`src/hdsm_pkg.sv`:
```
// Constants, field layout and codes of the hydraulic drive signal mapper
// Operation
// Pole-changing motor uses only the four contactors, no drive control outputs.
// Hydraulic: contactor one up, two down, three fast, four per pump model.
// Star-delta pump model: fourth contactor switches the pump into delta.
// With ramp gating on, no valve output before soft-starter ramp-up done.
// Readiness input gates valves only while its usage option is on.
// Drive holds readiness high while ready and low when not ready.
// Simple 3/4-valve drives get a slow-up valve with afterrun delay.
// Pump afterrun applies only to upward travel, never downward.
// Valve and pump afterrun are in milliseconds; zero means off, reset zero.
// Profile one: creep/relevel 7 or 8 alone; otherwise 7+5 or 8+6.
// Profile one adds 1 slow, 2 medium, 3 intermediate, 4 inspection/emergency.
// Profile one takes safety-valve feedback on the run-state input.
// Profile two: creep/relevel 7 or 8 alone; slow adds output 3.
// Profile two: medium 7+5 or 8+6; inspection/emergency adds output 4.
// Profile two accepts run, ready and pump-enable feedback on own inputs.
// Pump-enable feedback acts only while its usage option is on.
// Profile three: creep/relevel 7 or 8; speed one, inspection, emergency add 3.
// Exactly one profile selected; outputs not named for speed stay low.
package hdsm_pkg;
  // ****************************************
  // Timing
  // ****************************************
  localparam int CLK_PERIOD_NS = 25;
  localparam int AFTERRUN_UNIT_NS = 1000000;
  localparam int CYC_PER_MS = (AFTERRUN_UNIT_NS + CLK_PERIOD_NS - 1)
    / CLK_PERIOD_NS;
  // ****************************************
  // Register byte addresses and reset values
  // ****************************************
  localparam logic [7:0] CTRL_ADDR = 8'h00;
  localparam logic [7:0] VALVE_AR_ADDR = 8'h04;
  localparam logic [7:0] PUMP_AR_ADDR = 8'h08;
  localparam logic [7:0] CMD_ADDR = 8'h0c;
  localparam logic [7:0] STATUS_ADDR = 8'h10;
  localparam int CTRL_W = 9;
  localparam int CMD_W = 7;
  localparam logic [8:0] CTRL_RESET = 9'h000;
  localparam logic [15:0] AFTERRUN_RESET = 16'h0000;
  localparam logic [6:0] CMD_RESET = 7'h00;
  // ****************************************
  // Field positions
  // ****************************************
  localparam int CTRL_HYD_BIT = 0;
  localparam int CTRL_PROF_LSB = 1;
  localparam int CTRL_AUX_LSB = 3;
  localparam int CTRL_RAMP_BIT = 5;
  localparam int CTRL_READY_BIT = 6;
  localparam int CTRL_PEN_BIT = 7;
  localparam int CTRL_SIMPLE_BIT = 8;
  localparam int CMD_UP_BIT = 0;
  localparam int CMD_DOWN_BIT = 1;
  localparam int CMD_SPEED_LSB = 4;
  localparam int STAT_OUT_LSB = 8;
  localparam int STAT_DC_LSB = 16;
  // ****************************************
  // Codes
  // ****************************************
  localparam logic [2:0] SPD_CREEP = 3'h0;
  localparam logic [2:0] SPD_SLOW = 3'h1;
  localparam logic [2:0] SPD_MEDIUM = 3'h2;
  localparam logic [2:0] SPD_INTERMEDIATE = 3'h3;
  localparam logic [2:0] SPD_RATED = 3'h4;
  localparam logic [2:0] SPD_INSPECTION = 3'h5;
  localparam logic [2:0] SPD_EMERGENCY = 3'h6;
  localparam logic [2:0] SPD_RELEVEL = 3'h7;
  localparam logic [1:0] PROF_NONE = 2'h0;
  localparam logic [1:0] PROF_FIRST = 2'h1;
  localparam logic [1:0] PROF_SECOND = 2'h2;
  localparam logic [1:0] PROF_THIRD = 2'h3;
  localparam logic [1:0] AUX_SOFT_START = 2'h0;
  localparam logic [1:0] AUX_STAR_DELTA = 2'h1;
  localparam logic [1:0] AUX_INVERTER = 2'h2;
  localparam logic [1:0] AUX_UP_ONLY = 2'h3;
  localparam logic [1:0] RESP_OKAY = 2'h0;
  localparam logic [1:0] RESP_SLVERR = 2'h2;
  // Drive control output n sits at bit n-1
  localparam logic [7:0] DC_OUT1 = 8'h01;
  localparam logic [7:0] DC_OUT2 = 8'h02;
  localparam logic [7:0] DC_OUT3 = 8'h04;
  localparam logic [7:0] DC_OUT4 = 8'h08;
  localparam logic [7:0] DC_OUT5 = 8'h10;
  localparam logic [7:0] DC_OUT6 = 8'h20;
  localparam logic [7:0] DC_OUT7 = 8'h40;
  localparam logic [7:0] DC_OUT8 = 8'h80;
endpackage

```
`src/hdsm_afterrun_if.sv`:
```
// Link between the mapper and one afterrun timer
`timescale 1ns/1ps
interface hdsm_afterrun_if;
  logic demand;
  logic [15:0] delay_ms;
  logic hold;
  modport owner(output demand, output delay_ms, input hold);
  modport timer(input demand, input delay_ms, output hold);
endinterface

```
`src/hdsm_afterrun.sv`:
```
// Millisecond afterrun timer: holds an output after its demand falls
`timescale 1ns/1ps
module hdsm_afterrun
  import hdsm_pkg::*;
#(
  parameter int CYC_PER_MS_P = CYC_PER_MS
)
(
  // Clock and reset
  input wire logic aclk,
  input wire logic aresetn,
  // Owner side
  hdsm_afterrun_if.timer tmr
);
  logic busy;
  logic next_busy;
  logic [15:0] ms_left;
  logic [15:0] next_ms_left;
  logic [15:0] cyc;
  logic [15:0] next_cyc;

  // ****************************************
  // Countdown
  // ****************************************
  always_comb begin
    next_busy = busy;
    next_ms_left = ms_left;
    next_cyc = cyc;
    if (tmr.demand) begin
      next_busy = 1'b1;
      next_ms_left = tmr.delay_ms;
      next_cyc = 16'h0000;
    end else if (busy) begin
      if (ms_left == 16'h0000) begin
        next_busy = 1'b0;
      end else if (cyc == 16'(CYC_PER_MS_P - 1)) begin
        next_cyc = 16'h0000;
        next_ms_left = ms_left - 16'h0001;
      end else begin
        next_cyc = cyc + 16'h0001;
      end
    end
  end

  always_ff @(posedge aclk) begin
    if (!aresetn) begin
      busy <= 1'b0;
      ms_left <= 16'h0000;
      cyc <= 16'h0000;
    end else begin
      busy <= next_busy;
      ms_left <= next_ms_left;
      cyc <= next_cyc;
    end
  end

  assign tmr.hold = busy;

  // Zero delay means off: hold ends one cycle after the demand
  property p_zero_delay_off;
    @(posedge aclk) disable iff (!aresetn)
      busy && !tmr.demand && ms_left == 16'h0000 |=> !busy;
  endproperty
  a_zero_delay_off: assert property (p_zero_delay_off)
    else $error("afterrun hold outlived a zero delay");
endmodule

```
`src/hdsm_mapper.sv`:
```
// Contactor and valve output mapper with AXI4-Lite registers
`timescale 1ns/1ps
module hdsm_mapper
  import hdsm_pkg::*;
#(
  parameter int CYC_PER_MS_P = CYC_PER_MS
)
(
  // Clock and reset
  input wire logic aclk,
  input wire logic aresetn,
  // AXI4-Lite write address and data
  input wire logic awvalid,
  output logic awready,
  input wire logic [7:0] awaddr,
  input wire logic [2:0] awprot,
  input wire logic wvalid,
  output logic wready,
  input wire logic [31:0] wdata,
  input wire logic [3:0] wstrb,
  // AXI4-Lite write response
  output logic bvalid,
  input wire logic bready,
  output logic [1:0] bresp,
  // AXI4-Lite read
  input wire logic arvalid,
  output logic arready,
  input wire logic [7:0] araddr,
  input wire logic [2:0] arprot,
  output logic rvalid,
  input wire logic rready,
  output logic [31:0] rdata,
  output logic [1:0] rresp,
  // Feedback pins from soft starter, drive and valve card
  input wire logic ramp_done,
  input wire logic drive_ready,
  input wire logic safety_valve_feedback,
  input wire logic valve_ready_feedback,
  input wire logic pump_enable_request,
  // Contactors and valves
  output logic up_contactor,
  output logic down_contactor,
  output logic fast_contactor,
  output logic pump_aux_contactor,
  output logic slow_up_valve,
  output logic [7:0] drive_ctrl
);
  // ****************************************
  // Pin synchronisers
  // ****************************************
  logic [4:0] pin_meta;
  logic [4:0] pin_sync;
  logic ramp_s;
  logic ready_s;
  logic pen_s;

  always_ff @(posedge aclk) begin
    if (!aresetn) begin
      pin_meta <= 5'h00;
      pin_sync <= 5'h00;
    end else begin
      pin_meta <= {pump_enable_request, valve_ready_feedback,
        safety_valve_feedback, drive_ready, ramp_done};
      pin_sync <= pin_meta;
    end
  end

  assign ramp_s = pin_sync[0];
  assign ready_s = pin_sync[1];
  assign pen_s = pin_sync[4];

  // ****************************************
  // Register file and bus slave
  // ****************************************
  logic [CTRL_W-1:0] ctrl;
  logic [CTRL_W-1:0] next_ctrl;
  logic [15:0] valve_ar;
  logic [15:0] next_valve_ar;
  logic [15:0] pump_ar;
  logic [15:0] next_pump_ar;
  logic [CMD_W-1:0] cmd;
  logic [CMD_W-1:0] next_cmd;
  logic [7:0] aw_addr;
  logic [7:0] next_aw_addr;
  logic [31:0] w_data;
  logic [31:0] next_w_data;
  logic [3:0] w_strb;
  logic [3:0] next_w_strb;
  logic next_awready;
  logic next_wready;
  logic next_bvalid;
  logic [1:0] next_bresp;
  logic next_arready;
  logic next_rvalid;
  logic [31:0] next_rdata;
  logic [1:0] next_rresp;
  logic [31:0] status_word;
  logic [31:0] old_word;
  logic [31:0] merged;
  logic valve_hold;
  logic pump_hold;
  logic allowed;

  // Bytes not strobed keep their old value
  function automatic logic [31:0] merge_bytes(input logic [31:0] old,
    input logic [31:0] data, input logic [3:0] strb);
    logic [31:0] res;
    res = old;
    for (int i = 0; i < 4; i++) begin
      if (strb[i]) begin
        res[8*i +: 8] = data[8*i +: 8];
      end
    end
    return res;
  endfunction

  assign status_word = {8'h00, drive_ctrl, 3'h0, slow_up_valve,
    pump_aux_contactor, fast_contactor, down_contactor, up_contactor,
    allowed, valve_hold, pump_hold, pin_sync};

  always_comb begin
    next_ctrl = ctrl;
    next_valve_ar = valve_ar;
    next_pump_ar = pump_ar;
    next_cmd = cmd;
    next_aw_addr = aw_addr;
    next_w_data = w_data;
    next_w_strb = w_strb;
    next_awready = awready;
    next_wready = wready;
    next_bvalid = bvalid;
    next_bresp = bresp;
    next_arready = arready;
    next_rvalid = rvalid;
    next_rdata = rdata;
    next_rresp = rresp;
    case (aw_addr)
      CTRL_ADDR: old_word = {23'h0, ctrl};
      VALVE_AR_ADDR: old_word = {16'h0000, valve_ar};
      PUMP_AR_ADDR: old_word = {16'h0000, pump_ar};
      CMD_ADDR: old_word = {25'h0, cmd};
      default: old_word = 32'h00000000;
    endcase
    merged = merge_bytes(old_word, w_data, w_strb);
    if (awvalid && awready) begin
      next_awready = 1'b0;
      next_aw_addr = awaddr;
    end
    if (wvalid && wready) begin
      next_wready = 1'b0;
      next_w_data = wdata;
      next_w_strb = wstrb;
    end
    // Both halves held: commit once, then answer
    if (!awready && !wready && !bvalid) begin
      next_bvalid = 1'b1;
      next_bresp = RESP_OKAY;
      case (aw_addr)
        CTRL_ADDR: next_ctrl = merged[CTRL_W-1:0];
        VALVE_AR_ADDR: next_valve_ar = merged[15:0];
        PUMP_AR_ADDR: next_pump_ar = merged[15:0];
        CMD_ADDR: next_cmd = merged[CMD_W-1:0];
        STATUS_ADDR: next_bresp = RESP_OKAY;
        default: next_bresp = RESP_SLVERR;
      endcase
    end
    if (bvalid && bready) begin
      next_bvalid = 1'b0;
      next_awready = 1'b1;
      next_wready = 1'b1;
    end
    if (arvalid && arready) begin
      next_arready = 1'b0;
      next_rvalid = 1'b1;
      next_rresp = RESP_OKAY;
      case (araddr)
        CTRL_ADDR: next_rdata = {23'h0, ctrl};
        VALVE_AR_ADDR: next_rdata = {16'h0000, valve_ar};
        PUMP_AR_ADDR: next_rdata = {16'h0000, pump_ar};
        CMD_ADDR: next_rdata = {25'h0, cmd};
        STATUS_ADDR: next_rdata = status_word;
        default: begin
          next_rdata = 32'h00000000;
          next_rresp = RESP_SLVERR;
        end
      endcase
    end else if (rvalid && rready) begin
      next_rvalid = 1'b0;
      next_arready = 1'b1;
    end
  end

  always_ff @(posedge aclk) begin
    if (!aresetn) begin
      ctrl <= CTRL_RESET;
      valve_ar <= AFTERRUN_RESET;
      pump_ar <= AFTERRUN_RESET;
      cmd <= CMD_RESET;
      aw_addr <= 8'h00;
      w_data <= 32'h00000000;
      w_strb <= 4'h0;
      awready <= 1'b1;
      wready <= 1'b1;
      bvalid <= 1'b0;
      bresp <= RESP_OKAY;
      arready <= 1'b1;
      rvalid <= 1'b0;
      rdata <= 32'h00000000;
      rresp <= RESP_OKAY;
    end else begin
      ctrl <= next_ctrl;
      valve_ar <= next_valve_ar;
      pump_ar <= next_pump_ar;
      cmd <= next_cmd;
      aw_addr <= next_aw_addr;
      w_data <= next_w_data;
      w_strb <= next_w_strb;
      awready <= next_awready;
      wready <= next_wready;
      bvalid <= next_bvalid;
      bresp <= next_bresp;
      arready <= next_arready;
      rvalid <= next_rvalid;
      rdata <= next_rdata;
      rresp <= next_rresp;
    end
  end

  // ****************************************
  // Afterrun timers
  // ****************************************
  hdsm_afterrun_if valve_if();
  hdsm_afterrun_if pump_if();

  hdsm_afterrun #(.CYC_PER_MS_P(CYC_PER_MS_P)) u_valve_tmr (
    .aclk(aclk),
    .aresetn(aresetn),
    .tmr(valve_if.timer)
  );

  hdsm_afterrun #(.CYC_PER_MS_P(CYC_PER_MS_P)) u_pump_tmr (
    .aclk(aclk),
    .aresetn(aresetn),
    .tmr(pump_if.timer)
  );

  // ****************************************
  // Output mapping
  // ****************************************
  logic hyd;
  logic [1:0] prof;
  logic [2:0] spd;
  logic up_cmd;
  logic dn_cmd;
  logic fast_spd;
  logic pump_req;
  logic pump_on;
  logic valve_req;
  logic [7:0] dir;
  logic [7:0] map;
  logic next_up;
  logic next_down;
  logic next_fast;
  logic next_aux;
  logic next_slow_up;
  logic [7:0] next_drive_ctrl;

  assign hyd = ctrl[CTRL_HYD_BIT];
  assign prof = ctrl[CTRL_PROF_LSB +: 2];
  assign spd = cmd[CMD_SPEED_LSB +: 3];
  // Both directions at once is treated as no travel
  assign up_cmd = cmd[CMD_UP_BIT] && !cmd[CMD_DOWN_BIT];
  assign dn_cmd = cmd[CMD_DOWN_BIT] && !cmd[CMD_UP_BIT];
  assign valve_hold = valve_if.hold;
  assign pump_hold = pump_if.hold;
  assign valve_if.delay_ms = valve_ar;
  assign pump_if.delay_ms = pump_ar;
  assign valve_if.demand = valve_req;
  assign pump_if.demand = pump_req;

  always_comb begin
    allowed = (!ctrl[CTRL_RAMP_BIT] || ramp_s)
      && (!ctrl[CTRL_READY_BIT] || ready_s);
    fast_spd = spd == SPD_MEDIUM || spd == SPD_INTERMEDIATE
      || spd == SPD_RATED;
    // Pump runs only upward; enable feedback gates it when used
    pump_req = hyd && up_cmd
      && (!ctrl[CTRL_PEN_BIT] || pen_s);
    pump_on = pump_req || pump_hold;
    valve_req = hyd && ctrl[CTRL_SIMPLE_BIT] && up_cmd && allowed;
    dir = up_cmd ? DC_OUT7 : (dn_cmd ? DC_OUT8 : 8'h00);
    map = dir;
    case (prof)
      PROF_FIRST: begin
        if (spd != SPD_CREEP && spd != SPD_RELEVEL) begin
          map = dir | (up_cmd ? DC_OUT5 : DC_OUT6);
        end
        case (spd)
          SPD_SLOW: map = map | DC_OUT1;
          SPD_MEDIUM: map = map | DC_OUT2;
          SPD_INTERMEDIATE: map = map | DC_OUT3;
          SPD_INSPECTION, SPD_EMERGENCY: map = map | DC_OUT4;
          default: map = map;
        endcase
      end
      PROF_SECOND: begin
        case (spd)
          SPD_SLOW: map = dir | DC_OUT3;
          SPD_MEDIUM: map = dir | (up_cmd ? DC_OUT5 : DC_OUT6);
          SPD_INSPECTION, SPD_EMERGENCY: map = dir | DC_OUT4;
          default: map = dir;
        endcase
      end
      PROF_THIRD: begin
        case (spd)
          SPD_SLOW, SPD_INSPECTION, SPD_EMERGENCY:
            map = dir | DC_OUT3;
          default: map = dir;
        endcase
      end
      default: map = 8'h00;
    endcase
    if (!dir[6] && !dir[7]) begin
      map = 8'h00;
    end
    if (hyd) begin
      next_up = pump_on;
      next_down = dn_cmd;
      next_fast = (up_cmd || dn_cmd) && fast_spd;
      case (ctrl[CTRL_AUX_LSB +: 2])
        AUX_STAR_DELTA: next_aux = pump_on && ramp_s;
        AUX_INVERTER: next_aux = up_cmd || dn_cmd;
        default: next_aux = pump_on;
      endcase
      next_slow_up = valve_req || valve_hold;
      next_drive_ctrl = allowed ? map : 8'h00;
    end else begin
      next_up = up_cmd;
      next_down = dn_cmd;
      next_fast = (up_cmd || dn_cmd) && fast_spd;
      next_aux = (up_cmd || dn_cmd) && !fast_spd;
      next_slow_up = 1'b0;
      next_drive_ctrl = 8'h00;
    end
  end

  always_ff @(posedge aclk) begin
    if (!aresetn) begin
      up_contactor <= 1'b0;
      down_contactor <= 1'b0;
      fast_contactor <= 1'b0;
      pump_aux_contactor <= 1'b0;
      slow_up_valve <= 1'b0;
      drive_ctrl <= 8'h00;
    end else begin
      up_contactor <= next_up;
      down_contactor <= next_down;
      fast_contactor <= next_fast;
      pump_aux_contactor <= next_aux;
      slow_up_valve <= next_slow_up;
      drive_ctrl <= next_drive_ctrl;
    end
  end

  // ****************************************
  // Checks
  // ****************************************
  property p_pole_quiet;
    @(posedge aclk) disable iff (!aresetn)
      !hyd |=> drive_ctrl == 8'h00 && !slow_up_valve;
  endproperty
  a_pole_quiet: assert property (p_pole_quiet)
    else $error("pole motor drove a control output");

  property p_hyd_down;
    @(posedge aclk) disable iff (!aresetn)
      hyd && dn_cmd |=> down_contactor && !fast_contactor == !$past(fast_spd);
  endproperty
  a_hyd_down: assert property (p_hyd_down)
    else $error("down or fast contactor wrong");

  property p_star_delta;
    @(posedge aclk) disable iff (!aresetn)
      hyd && ctrl[CTRL_AUX_LSB +: 2] == AUX_STAR_DELTA
      |=> pump_aux_contactor == ($past(pump_on) && $past(ramp_s));
  endproperty
  a_star_delta: assert property (p_star_delta)
    else $error("delta switch not tied to pump and ramp");

  property p_ramp_gate;
    @(posedge aclk) disable iff (!aresetn)
      ctrl[CTRL_RAMP_BIT] && !ramp_s |=> drive_ctrl == 8'h00;
  endproperty
  a_ramp_gate: assert property (p_ramp_gate)
    else $error("valve driven before ramp-up");

  property p_ready_ignored;
    @(posedge aclk) disable iff (!aresetn)
      hyd && !ctrl[CTRL_READY_BIT] && !ctrl[CTRL_RAMP_BIT]
      && prof == PROF_FIRST && up_cmd && spd == SPD_CREEP
      |=> drive_ctrl == DC_OUT7;
  endproperty
  a_ready_ignored: assert property (p_ready_ignored)
    else $error("readiness input acted while unused");

  property p_no_pump_down;
    @(posedge aclk) disable iff (!aresetn)
      hyd && dn_cmd && !pump_hold |=> !up_contactor;
  endproperty
  a_no_pump_down: assert property (p_no_pump_down)
    else $error("pump ran for downward travel");

  property p_first_rated;
    @(posedge aclk) disable iff (!aresetn)
      hyd && allowed && prof == PROF_FIRST && dn_cmd && spd == SPD_RATED
      |=> drive_ctrl == (DC_OUT8 | DC_OUT6);
  endproperty
  a_first_rated: assert property (p_first_rated)
    else $error("rated speed mapping wrong");

  property p_second_slow;
    @(posedge aclk) disable iff (!aresetn)
      hyd && allowed && prof == PROF_SECOND && dn_cmd && spd == SPD_SLOW
      |=> drive_ctrl == (DC_OUT8 | DC_OUT3);
  endproperty
  a_second_slow: assert property (p_second_slow)
    else $error("second profile slow mapping wrong");

  property p_third_insp;
    @(posedge aclk) disable iff (!aresetn)
      hyd && allowed && prof == PROF_THIRD && up_cmd
      && spd == SPD_INSPECTION |=> drive_ctrl == (DC_OUT7 | DC_OUT3);
  endproperty
  a_third_insp: assert property (p_third_insp)
    else $error("third profile inspection mapping wrong");

  property p_no_profile;
    @(posedge aclk) disable iff (!aresetn)
      prof == PROF_NONE |=> drive_ctrl == 8'h00;
  endproperty
  a_no_profile: assert property (p_no_profile)
    else $error("outputs driven with no profile");
endmodule

```
`config.mk`:
```
export PLATFORM = sky130hd
export DESIGN_NAME = hdsm_mapper
export DESIGN_NICKNAME = d
export VERILOG_FILES = /design/src/hdsm_pkg.sv /design/src/hdsm_afterrun_if.sv /design/src/hdsm_afterrun.sv /design/src/hdsm_mapper.sv
export SDC_FILE = /design/constraint.sdc
export NUM_CORES = 1
export LEC_CHECK = 0
export ABC_AREA = 0
export BUFFER_PORTS_ARGS = -buffer_cell sky130_fd_sc_hd__clkbuf_2
export CORE_AREA = 2 2 135 137
export DETAILED_ROUTE_END_ITERATION = 8
export DIE_AREA = 0 0 137 139
export GPL_TIMING_DRIVEN = 0
export PLACE_DENSITY = 0.85
export SETUP_SLACK_MARGIN = 0.5
export SLEW_MARGIN = 10
export SYNTH_ARGS = -nofsm -noshare
export SYNTH_HDL_FRONTEND = slang
export SYNTH_HIERARCHICAL = 1
export SYNTH_SLANG_ARGS = --single-unit
```
`constraint.sdc`:
```
create_clock -name aclk -period 2.2 [get_ports aclk]
set_input_delay 0.33 -clock aclk [delete_from_list [all_inputs] [get_ports aclk]]
set_output_delay 0.33 -clock aclk [all_outputs]
set_load 0.02 [all_outputs]
```
==> flow_summary_export.csv, run 1 <==
group,metric,value,unit
run_status,outcome,"finished, violations left",
run_status,violations,"negative setup slack",
timing,min_period_over_period,105,%
timing,worst_slew_pin_slew,0.740,ns
timing,setup_ws,-0.116,ns
timing,hold_viol,0,
yosys,synth_edf_count,0,
placed_design,place_hpwl,18500,um
routing,ant_nets,0,
routing,vias_per_cell,6.60,
min_path,hold_path_class,"in -> reg",
power_and_ir_drop,p_total,7.61,mW
yosys,ys_async_sr_fraction,0,%
clock_tree,cts-root-buf,"clkbuf_16",
grt,grt_usage,30.3,%
yosys,synth_ff_type,"dfxtp_1",
grt,grt_use_met2,47.2,%
setup_path,required,2.51,ns
grt,top_usage_layer,"met2",
floorplanning,ios,124,
yosys,avgSynthCellArea,8.37,sq um
routing,post_drt_wl_per_cell,21.9,um
timing,relSlewSlack,50.7,%
grt,grt_pass1_vias,8999,
finish,fill_cells,1129,
timing,setup_violations,8,
floorplanning,coreArea,17700,sq um
yosys,syn_area,9000,sq um
floorplanning,row_count,49,
timing,achievable-frequency,432,MHz
setup_path,critPathMaxFanout,6,
setup_path,worstPathArrival,2.63,ns
clock_tree,cts_hold_repair.buffers,0,
yosys,synthCells,1075,
finish,seqCellArea,3920,sq um
floorplanning,start_util,50.9,%
grt,grt_max_degree,23,
placed_design,dpl.cell_count,1399,
grt,met3_usage,6.83,%
clock_tree,clockBufferDepth,2,
timing,fin_setup_tns,-0.313,ns
clock_tree,clk-insertion-delay-late,0.46,ns
routing,vias,9985,
yosys,yosysUniqueCellTypes,61,
setup_path,end_kind,"flip-flop",
timing,drv_slew,0,
timing,layout_min_cycle_time,2.32,ns
placed_design,placed_area,9880,sq um
setup_path,crit_type,"reg -> reg",
yosys,ys_ff_latch,194,
grt,use_met1,38.5,%
grt,grt_pass1_wl,46000,um
yosys,synth-seq-area-share,43.2,%
routing,drt_pre_antenna_iters,9,
finish,instances_no_fill,1513,
clock_tree,ctsHtreeMaxLevel,4,
power_and_ir_drop,power_density,613,nW/um^2
routing,drt_iter0_markers,1431,
clock_tree,numCtsBuffers,17,
finish,syn_to_final_growth,38.0,%
grt,grt-ovfl-total,0,
clock_tree,clkTransAtPathRegs,0.09,ns
routing,drc_errors,0,
timing,fin_skew,0.0150,ns
floorplanning,die-area,19000,sq um
setup_path,startpoint_type,"flip-flop",
floorplanning,die_w,137,um
placed_design,gp_congestion,0.921,
placed_design,numPortBuffers,86,
finish,final_area,12400,sq um
floorplanning,fp.dieH,139,um
yosys,yosysWarnings,6,
clock_tree,cts_tree,"built",
grt,antenna_found_initial,0,
power_and_ir_drop,ir_drop,0.626,mV
routing,wl,33100,um
finish,drive_gt1_share,33.2,%
finish,layout.nets,1348,
finish,multiInputGateArea,5760,sq um
power_and_ir_drop,p_leak,4.88,nW
flow_run,max_cap_viol_count,0,
clock_tree,clock-sinks,194,
timing,rsz0062_at_grt,"yes",
-- final timing paths --
| kind | startpoint | endpoint | slack, ns | cells after the start |
|---|---|---|---|---|
| max | u_valve_tmr/ms_left[1] | u_valve_tmr/ms_left[8] | -0.12 | 9 |
| min | wvalid | wready | 0.07 | 2 |
| max reg2reg | u_valve_tmr/ms_left[1] | u_valve_tmr/ms_left[8] | -0.12 | 9 |
| min reg2reg | pin_meta[1] | pin_sync[1] | 0.44 | 1 |
-- report_power, final --
part / switching, mW / leakage (nW) / internal (mW)
registers: 0.0551 / 1.58 / 3.56
clock network: 1.69 / 0.314 / 1.69
logic: 0.401 / 2.98 / 0.217
total: 2.15 / 4.88 / 5.47
-- registers in the layout, indices dropped and copies added, names as in the netlist, 2 cells and up --
register and flops:
rdata 24, pump_ar 16, u_pump_tmr/cyc 16, u_pump_tmr/ms_left 16, u_valve_tmr/cyc 16, u_valve_tmr/ms_left 16, valve_ar 16, w_data 16
ctrl 9, aw_addr 8, drive_ctrl 8, cmd 7, pin_meta 5, pin_sync 5, w_strb 2
-- cells by family after synthesis --
| group | after synthesis | share of synthesized area, % |
|---|---|---|
| AND/OR/NAND/NOR | 422 | 24.6 |
| AO/OA/AOI/OAI | 285 | 19.4 |
| flip-flops | 194 | 43.2 |
| buffers and inverters | 104 | 5.29 |
| XOR/XNOR | 38 | 3.70 |
| multiplexers | 22 | 2.55 |
| adder cells (fa/ha/maj) | 9 | 1.25 |
| other | 1 | 0.0417 |
-- synth_stat cells (8+ instances only) --
cell type | n | area, sq um
nor4_1 | 25 | 156
inv_1 | 21 | 78.8
nand4_1 | 19 | 119
a21oi_1 | 98 | 490
buf_4 | 13 | 97.6
and4_1 | 9 | 78.8
nand2b_1 | 17 | 106
buf_2 | 15 | 75.1
or3_1 | 16 | 100
dfxtp_1 | 194 | 3880
nand3_1 | 50 | 250
a22oi_1 | 35 | 263
o31ai_1 | 9 | 67.6
o22ai_1 | 15 | 93.8
ha_1 | 9 | 113
o21ai_0 | 70 | 350
xor2_1 | 12 | 105
a31oi_1 | 13 | 81.3
and2_1 | 18 | 113
and3_1 | 12 | 75.1
nor3_1 | 42 | 210
a211oi_1 | 8 | 60.1
clkbuf_1 | 45 | 169
nor2_1 | 74 | 278
nand2_1 | 101 | 379
mux2i_1 | 15 | 150
xnor2_1 | 26 | 228
-- layout make-up --
| cell class | instances | area share, % |
|---|---|---|
| clock inverters | 15 | 1.83 |
| multi-input cells | 786 | 46.4 |
| diodes | 2 | 0.0403 |
| well taps | 229 | 2.31 |
| plain buffers | 80 | 4.12 |
| inverters | 24 | 0.756 |
| clock buffers | 17 | 3.43 |
| flip-flops and latches | 194 | 31.6 |
| repair buffers | 166 | 9.56 |
-- metal layers --
metal | wire [um] | up-vias
li1 | - | 4286
met1 | 11900 | 4622
met2 | 15200 | 812
met3 | 3650 | 265
met4 | 2400 | 0
met5 | 0 | -
-- metrics by stage --
stage | setup slack (ns) | utilization (%) | hold slack (ns)
floorplan | 0.123 | - | 0.412
global placement | 0.0429 | 56.0 | 0.414
detailed placement | -0.0102 | 56.0 | 0.420
CTS | 0.0130 | 65.5 | 0.0795
global route | -0.105 | 70.3 | 0.0781
finish | -0.116 | 70.3 | 0.0741
-- critical path: stages (launching register included) --
cell and delay, ns:
dfxtp_2 0.36, inv_2 0.05, ha_4 0.17, nor3b_4 0.16, and4_1 0.24, clkbuf_8 0.15, or3_4 0.37, buf_6 0.16
o41ai_4 0.34, a31oi_2 0.18
-- cells in the final DEF, fill, tap and decap left out, types with 8 or more instances in the layout --
master and instances:
xnor2_1 24, clkbuf_16 18, a21oi_1 85, nor4_4 23, conb_1 10, clkbuf_2 100
buf_2 8, clkbuf_1 27, dfxtp_2 17, a31oi_1 11, buf_6 40, xor2_1 12
o31ai_1 9, and2_1 18, nand2b_1 16, nand2_1 92, dfxtp_1 173, a22oi_1 34
nor3_4 12, and4_1 8, inv_1 17, buf_4 56, nor3_1 25, mux2i_1 15
or3_1 13, o21ai_2 8, nand4_1 19, nor2_1 66, nand3_1 45, a21oi_2 10
and3_1 8, o21ai_0 55
-- what timing repair did --
action                     CTS  global route
resized for setup          151           158
gates cloned                 4             1
pin swaps                   95            81
buffers inserted            48            27
setup endpoints to repair  125           142
(Power assumes the default switching activity.)
==> run 2: changes to the inputs <==
--- a/config.mk
+++ b/config.mk
@@ -7,11 +7,11 @@
 export LEC_CHECK = 0
 export ABC_AREA = 0
 export BUFFER_PORTS_ARGS = -buffer_cell sky130_fd_sc_hd__clkbuf_2
-export CORE_AREA = 2 2 135 137
+export CORE_AREA = 2 2 111 140
 export DETAILED_ROUTE_END_ITERATION = 8
-export DIE_AREA = 0 0 137 139
+export DIE_AREA = 0 0 113 142
 export GPL_TIMING_DRIVEN = 0
-export PLACE_DENSITY = 0.85
+export PLACE_DENSITY = 0.94
 export SETUP_SLACK_MARGIN = 0.5
 export SLEW_MARGIN = 10
 export SYNTH_ARGS = -nofsm -noshare
==> constraint.sdc (replaced) <==
create_clock -name aclk -period 2.7 [get_ports aclk]
set_input_delay 0.405 -clock aclk [delete_from_list [all_inputs] [get_ports aclk]]
set_output_delay 0.405 -clock aclk [all_outputs]
set_load 0.02 [all_outputs]
==> flow_summary_export.csv, run 2 (same netlist as run 1, synthesis figures left out) <==
group,metric,value,unit
run_status,outcome,"finished, violations left",
run_status,violations,"design-rule violations",
finish,final_cell_mix,"dfxtp_1, nand2_1, a21oi_1, clkbuf_2, nor2_1",
floorplanning,start_util,60.9,%
power_and_ir_drop,p_leak,4.04,nW
timing,hold_viol,0,
clock_tree,cts-root-buf,"clkbuf_16",
timing,relSlewSlack,41.6,%
clock_tree,cts_hold_repair.buffers,0,
grt,grt_max_degree,18,
flow_run,max_cap_viol_count,0,
placed_design,place_hpwl,19000,um
setup_path,crit_top_cell,"or3_4",
setup_path,critPathMaxFanout,6,
floorplanning,row_count,50,
setup_path,worstSetupStartpoint,"u_valve_tmr/cyc[6]",
routing,vias_per_cell,6.62,
routing,post_drt_wl_per_cell,20.4,um
finish,syn_to_final_growth,18.1,%
grt,grt-ovfl-total,0,
setup_path,required,3.08,ns
placed_design,numPortBuffers,86,
setup_path,cp.depth,6,
setup_path,startpoint_type,"flip-flop",
grt,grt_pass1_vias,8538,
finish,final_core_util,72.0,%
setup_path,critPathCapture,"u_valve_tmr/ms_left[6]",
floorplanning,ios,124,
timing,layout_min_cycle_time,2.28,ns
timing,rsz0062_at_grt,"yes",
placed_design,gp_congestion,1.00,
timing,achievable-frequency,438,MHz
timing,fin_skew,0.0125,ns
routing,ant_nets,0,
floorplanning,fp.dieH,142,um
clock_tree,clk-insertion-delay-late,0.45,ns
finish,layout.nets,1286,
setup_path,cpPeakStageDelay,0.49,ns
clock_tree,clkTransAtPathRegs,0.07,ns
clock_tree,clock-sinks,194,
finish,layout_commonest_cell,"dfxtp_1",
power_and_ir_drop,p_total,5.92,mW
finish,largest_reg_flops,24,
setup_path,worstPathArrival,2.66,ns
floorplanning,coreArea,14800,sq um
setup_path,r2r-start,"u_valve_tmr/cyc[6]",
setup_path,crit_chain,"nor4b_4 > nand3_1 > or3_4 > buf_6 > or3_4 > a31oi_4",
setup_path,worstRegToRegCells,6,
routing,wl,28600,um
setup_path,r2r_end,"u_valve_tmr/ms_left[6]",
min_path,hp-start,"ramp_done",
timing,fin_setup_tns,0,ns
routing,vias,9287,
min_path,hold_path_class,"in -> reg",
finish,multiInputGateArea,4850,sq um
setup_path,crit_buf_inv,1,
setup_path,cpLargestDelayFamily,"simple AND/OR/NAND/NOR gates",
grt,antenna_found_initial,0,
timing,min_period_over_period,84.5,%
setup_path,end_kind,"flip-flop",
routing,drt_pre_antenna_iters,9,
clock_tree,ctsHtreeMaxLevel,4,
clock_tree,numCtsBuffers,17,
setup_path,crit_slowest_cell,"or3_4",
timing,worst_slew_pin_slew,0.868,ns
clock_tree,clockBufferDepth,2,
floorplanning,die-area,16000,sq um
routing,drc_errors,3,
setup_path,crit_type,"reg -> reg",
setup_path,r2r_slack,0.42,ns
routing,drt_iter0_markers,1210,
grt,grt_usage,33.6,%
timing,setup_violations,0,
min_path,hold_depth,2,
finish,seqCellArea,3890,sq um
timing,drv_slew,0,
power_and_ir_drop,power_density,557,nW/um^2
power_and_ir_drop,ir_drop,0.376,mV
finish,fill_cells,1026,
finish,drive_gt1_share,18.4,%
finish,antennaDiodeCount,0,
floorplanning,die_w,113,um
grt,grt_pass1_wl,43100,um
finish,max_flop_register,"rdata",
clock_tree,cts_tree,"built",
## run 2: cell count changes in the layout (fill, tap and decap cells not counted), sizes merged
cell | previous run | this run
clkinv | 8 | 6
clkbuf | 150 | 151
clkinvlp | 0 | 5
inv | 30 | 24
diode | 2 | 0
bufinv | 1 | 2
buf | 113 | 52
## run 2: layout make-up
class | count | share of cell area [%]
clock buffer | 19 | 4.17
timing repair buffer | 104 | 5.27
buffer | 80 | 3.84
sequential | 194 | 36.6
clock inverter | 13 | 1.45
tap | 182 | 2.14
inverter | 24 | 0.895
multi-input combinational | 786 | 45.6
## run 2: worst min-delay path by stage
| stage | to | slack (ns) |
|---|---|---|
| final | pin_meta[0] | 0.16 |
| after global routing | pin_meta[1] | 0.16 |
| after detailed placement | pin_sync[1] | 0.43 |
| after CTS | pin_meta[0] | 0.16 |
| after global placement | pin_sync[4] | 0.41 |
| after floorplan | pin_sync[0] | 0.41 |
## run 2: layer usage
| metal | global-route usage, % | wire length (um) | part of all wire, % |
|---|---|---|---|
| met4 | 25.1 | 2610 | 9.1 |
| met3 | 6.90 | 2460 | 8.6 |
| met2 | 56.2 | 13700 | 48 |
| met5 | 0 | 0 | 0 |
| met1 | 37.8 | 9800 | 34 |
## run 2: stage by stage
step | instances | worst slack (ns) | cell area, sq um | hold WS (ns)
3_3_place_gp | 1352 | 0.311 | 9690 | 0.415
4_1_cts | 1389 | 0.490 | 10400 | 0.156
6_report | 1402 | 0.417 | 10600 | 0.163
2_1_floorplan | 1084 | 0.529 | 9030 | 0.412
3_5_place_dp | 1352 | 0.236 | 9690 | 0.426
5_1_grt | 1402 | 0.381 | 10600 | 0.158
## run 2: power by group
group | internal (mW) | switching, mW | leakage [nW]
registers | 2.90 | 0.0378 | 1.57
clock network | 1.41 | 1.17 | 0.278
logic | 0.127 | 0.279 | 2.19
## run 2: repair_timing
item,4_1_cts,5_1_grt
buffers inserted,4,12
resized for setup,17,39
pin swaps,3,21
gates cloned,1,1
setup endpoints to repair,54,65
## run 2: worst register-to-register path, stage by stage, from the launching register on
cell and delay (ns):
dfxtp_1 0.40, nor4b_4 0.38, nand3_1 0.24, or3_4 0.49
buf_6 0.16, or3_4 0.38, a31oi_4 0.18
==> run 3: changes to the inputs <==
--- a/config.mk
+++ b/config.mk
@@ -7,11 +7,11 @@
 export LEC_CHECK = 0
 export ABC_AREA = 0
 export BUFFER_PORTS_ARGS = -buffer_cell sky130_fd_sc_hd__clkbuf_2
-export CORE_AREA = 2 2 111 140
+export CORE_AREA = 2 2 115 145
 export DETAILED_ROUTE_END_ITERATION = 8
-export DIE_AREA = 0 0 113 142
+export DIE_AREA = 0 0 117 147
 export GPL_TIMING_DRIVEN = 0
-export PLACE_DENSITY = 0.94
+export PLACE_DENSITY = 0.89
 export SETUP_SLACK_MARGIN = 0.5
 export SLEW_MARGIN = 10
 export SYNTH_ARGS = -nofsm -noshare
==> constraint.sdc (replaced) <==
create_clock -name aclk -period 2.4 [get_ports aclk]
set_input_delay 0.36 -clock aclk [delete_from_list [all_inputs] [get_ports aclk]]
set_output_delay 0.36 -clock aclk [all_outputs]
set_load 0.02 [all_outputs]
==> flow_summary_export.csv, run 3 (same netlist as run 1, synthesis figures left out) <==
group,metric,value,unit
clock_tree,cts_tree,"built",
timing,layout_min_cycle_time,2.19,ns
power_and_ir_drop,power_density,571,nW/um^2
finish,layout.nets,1314,
placed_design,numPortBuffers,86,
routing,drt_iter0_markers,1152,
floorplanning,fp.dieH,147,um
clock_tree,clkTransAtPathRegs,0.07,ns
grt,grt_max_degree,18,
timing,achievable-frequency,457,MHz
timing,worst_slew_pin_slew,0.736,ns
grt,grt-ovfl-total,0,
finish,syn_to_final_growth,26.8,%
setup_path,crit_chain,"nor4b_4 > nand3_2 > or3_4 > or4_1 > a31oi_1",
floorplanning,start_util,56.4,%
floorplanning,ios,124,
timing,rsz0062_at_grt,"yes",
routing,post_drt_wl_per_cell,20.3,um
routing,ant_nets,0,
finish,largest_reg_flops,24,
power_and_ir_drop,switching_share,26.2,%
setup_path,cpPeakStageDelay,0.49,ns
timing,drv_slew,0,
routing,wl,29700,um
routing,drc_errors,0,
power_and_ir_drop,ir_drop,0.462,mV
setup_path,end_kind,"flip-flop",
finish,max_flop_register,"rdata",
power_and_ir_drop,p_clk_share,41.2,%
timing,min_period_over_period,91.2,%
finish,final_core_util,71.6,%
clock_tree,clk-insertion-delay-late,0.45,ns
grt,grt_usage,32.7,%
run_status,outcome,"complete, no violations",
grt,antenna_found_initial,0,
finish,final_cell_mix,"dfxtp_1, nand2_1, a21oi_1, clkbuf_2, nor2_1",
clock_tree,ctsHtreeMaxLevel,4,
timing,relSlewSlack,51.0,%
clock_tree,cts_hold_repair.buffers,0,
power_and_ir_drop,p_switching,1.71,mW
setup_path,r2r_slack,0.21,ns
power_and_ir_drop,p_leak,4.33,nW
setup_path,worstSetupStartpoint,"u_valve_tmr/cyc[6]",
floorplanning,coreArea,15900,sq um
setup_path,required,2.77,ns
routing,vias_per_cell,6.37,
clock_tree,numCtsBuffers,17,
clock_tree,clock-sinks,194,
grt,grt_pass1_wl,43800,um
setup_path,startpoint_type,"flip-flop",
finish,final_area,11400,sq um
power_and_ir_drop,seqPwrFrac,50.8,%
setup_path,r2r-start,"u_valve_tmr/cyc[6]",
power_and_ir_drop,p_comb_share,8.0,%
timing,fin_skew,0.00736,ns
routing,vias,9313,
power_and_ir_drop,p_int,4.81,mW
min_path,hold_path_class,"in -> reg",
setup_path,worstRegToRegCells,5,
finish,drive_gt1_share,23.8,%
finish,layout_commonest_cell,"dfxtp_1",
finish,fill_cells,1115,
floorplanning,die_w,117,um
placed_design,dpl.cell_count,1386,
setup_path,crit_slowest_cell,"or4_1",
finish,instances_no_fill,1463,
routing,drt_pre_antenna_iters,6,
placed_design,place_hpwl,19200,um
clock_tree,clockBufferDepth,2,
setup_path,critPathMaxFanout,6,
finish,antennaDiodeCount,0,
min_path,hp-start,"valve_ready_feedback",
clock_tree,cts-root-buf,"clkbuf_16",
floorplanning,die-area,17200,sq um
setup_path,worstPathArrival,2.56,ns
min_path,hold_depth,2,
timing,hold_viol,0,
placed_design,gp_congestion,0.991,
placed_design,placed_area,9790,sq um
setup_path,crit_type,"reg -> reg",
flow_run,max_cap_viol_count,0,
floorplanning,row_count,52,
timing,setup_violations,0,
grt,grt_pass1_vias,8450,
==> run 3: cell types whose count changed in the layout (fill, tap and decap cells not counted), sizes merged <==
| cell | change |
|---|---|
| clkbuf | +4 |
| bufinv | -2 |
| buf | +23 |
| inv | +2 |
==> run 3: worst paths after layout <==
check	end
setup / recovery	u_valve_tmr/ms_left[10]
hold / removal	pin_meta[3]
setup reg to reg	u_valve_tmr/ms_left[10]
hold reg to reg	pin_sync[2]
==> run 3: per-stage QoR <==
stage                     TNS, ns  setup WS, ns  power (mW)  hold WS, ns
after CTS                       0         0.221        6.43        0.112
after global placement          0       0.00812        3.80        0.416
final                           0         0.210        6.51        0.118
after floorplan                 0         0.323        3.65        0.412
after global routing            0         0.145        6.67        0.109
after detailed placement  -0.0556       -0.0556        3.81        0.418
==> run 3: per-layer routing <==
layer | routed length (um) | global-route usage [%]
met1 | 10900 | 38.7
met2 | 14500 | 54.0
met3 | 2270 | 5.98
met4 | 2090 | 20.2
met5 | 0 | 0
==> run 3: timing repair <==
action / CTS / global route
buffers inserted: 17 / 24
pin swaps: 26 / 32
cloned: 2 / 3
resized for setup: 59 / 87
setup endpoints to repair: 89 / 115
==> run 3: critical path, delay by kind of cell (launching register included) <==
family | cells | cell delay, ns
and+or+nand+nor | 4 | 1.52
DFF | 1 | 0.41
AOI/OAI and AO/OA | 1 | 0.19
==> run 3: layout make-up <==
type                            instances  area [sq um]  area share [%]
Sequential cell                       194          3900            34.2
Timing Repair Buffer                  132           851            7.46
Clock inverter                         13           104           0.910
Clock buffer                           18           439            3.85
Tap cell                              216           270            2.37
Multi-Input combinational cell        786          5280            46.2
Buffer                                 80           478            4.19
Inverter                               24          92.6           0.812
==> run 3: power groups by stage <==
stage	registers (mW)	logic [mW]	clock network, mW
floorplan	3.37	0.281	0
global route	3.31	0.560	2.80
finish	3.31	0.520	2.69
CTS	3.31	0.456	2.67
detailed placement	3.38	0.435	0
global placement	3.38	0.426	0
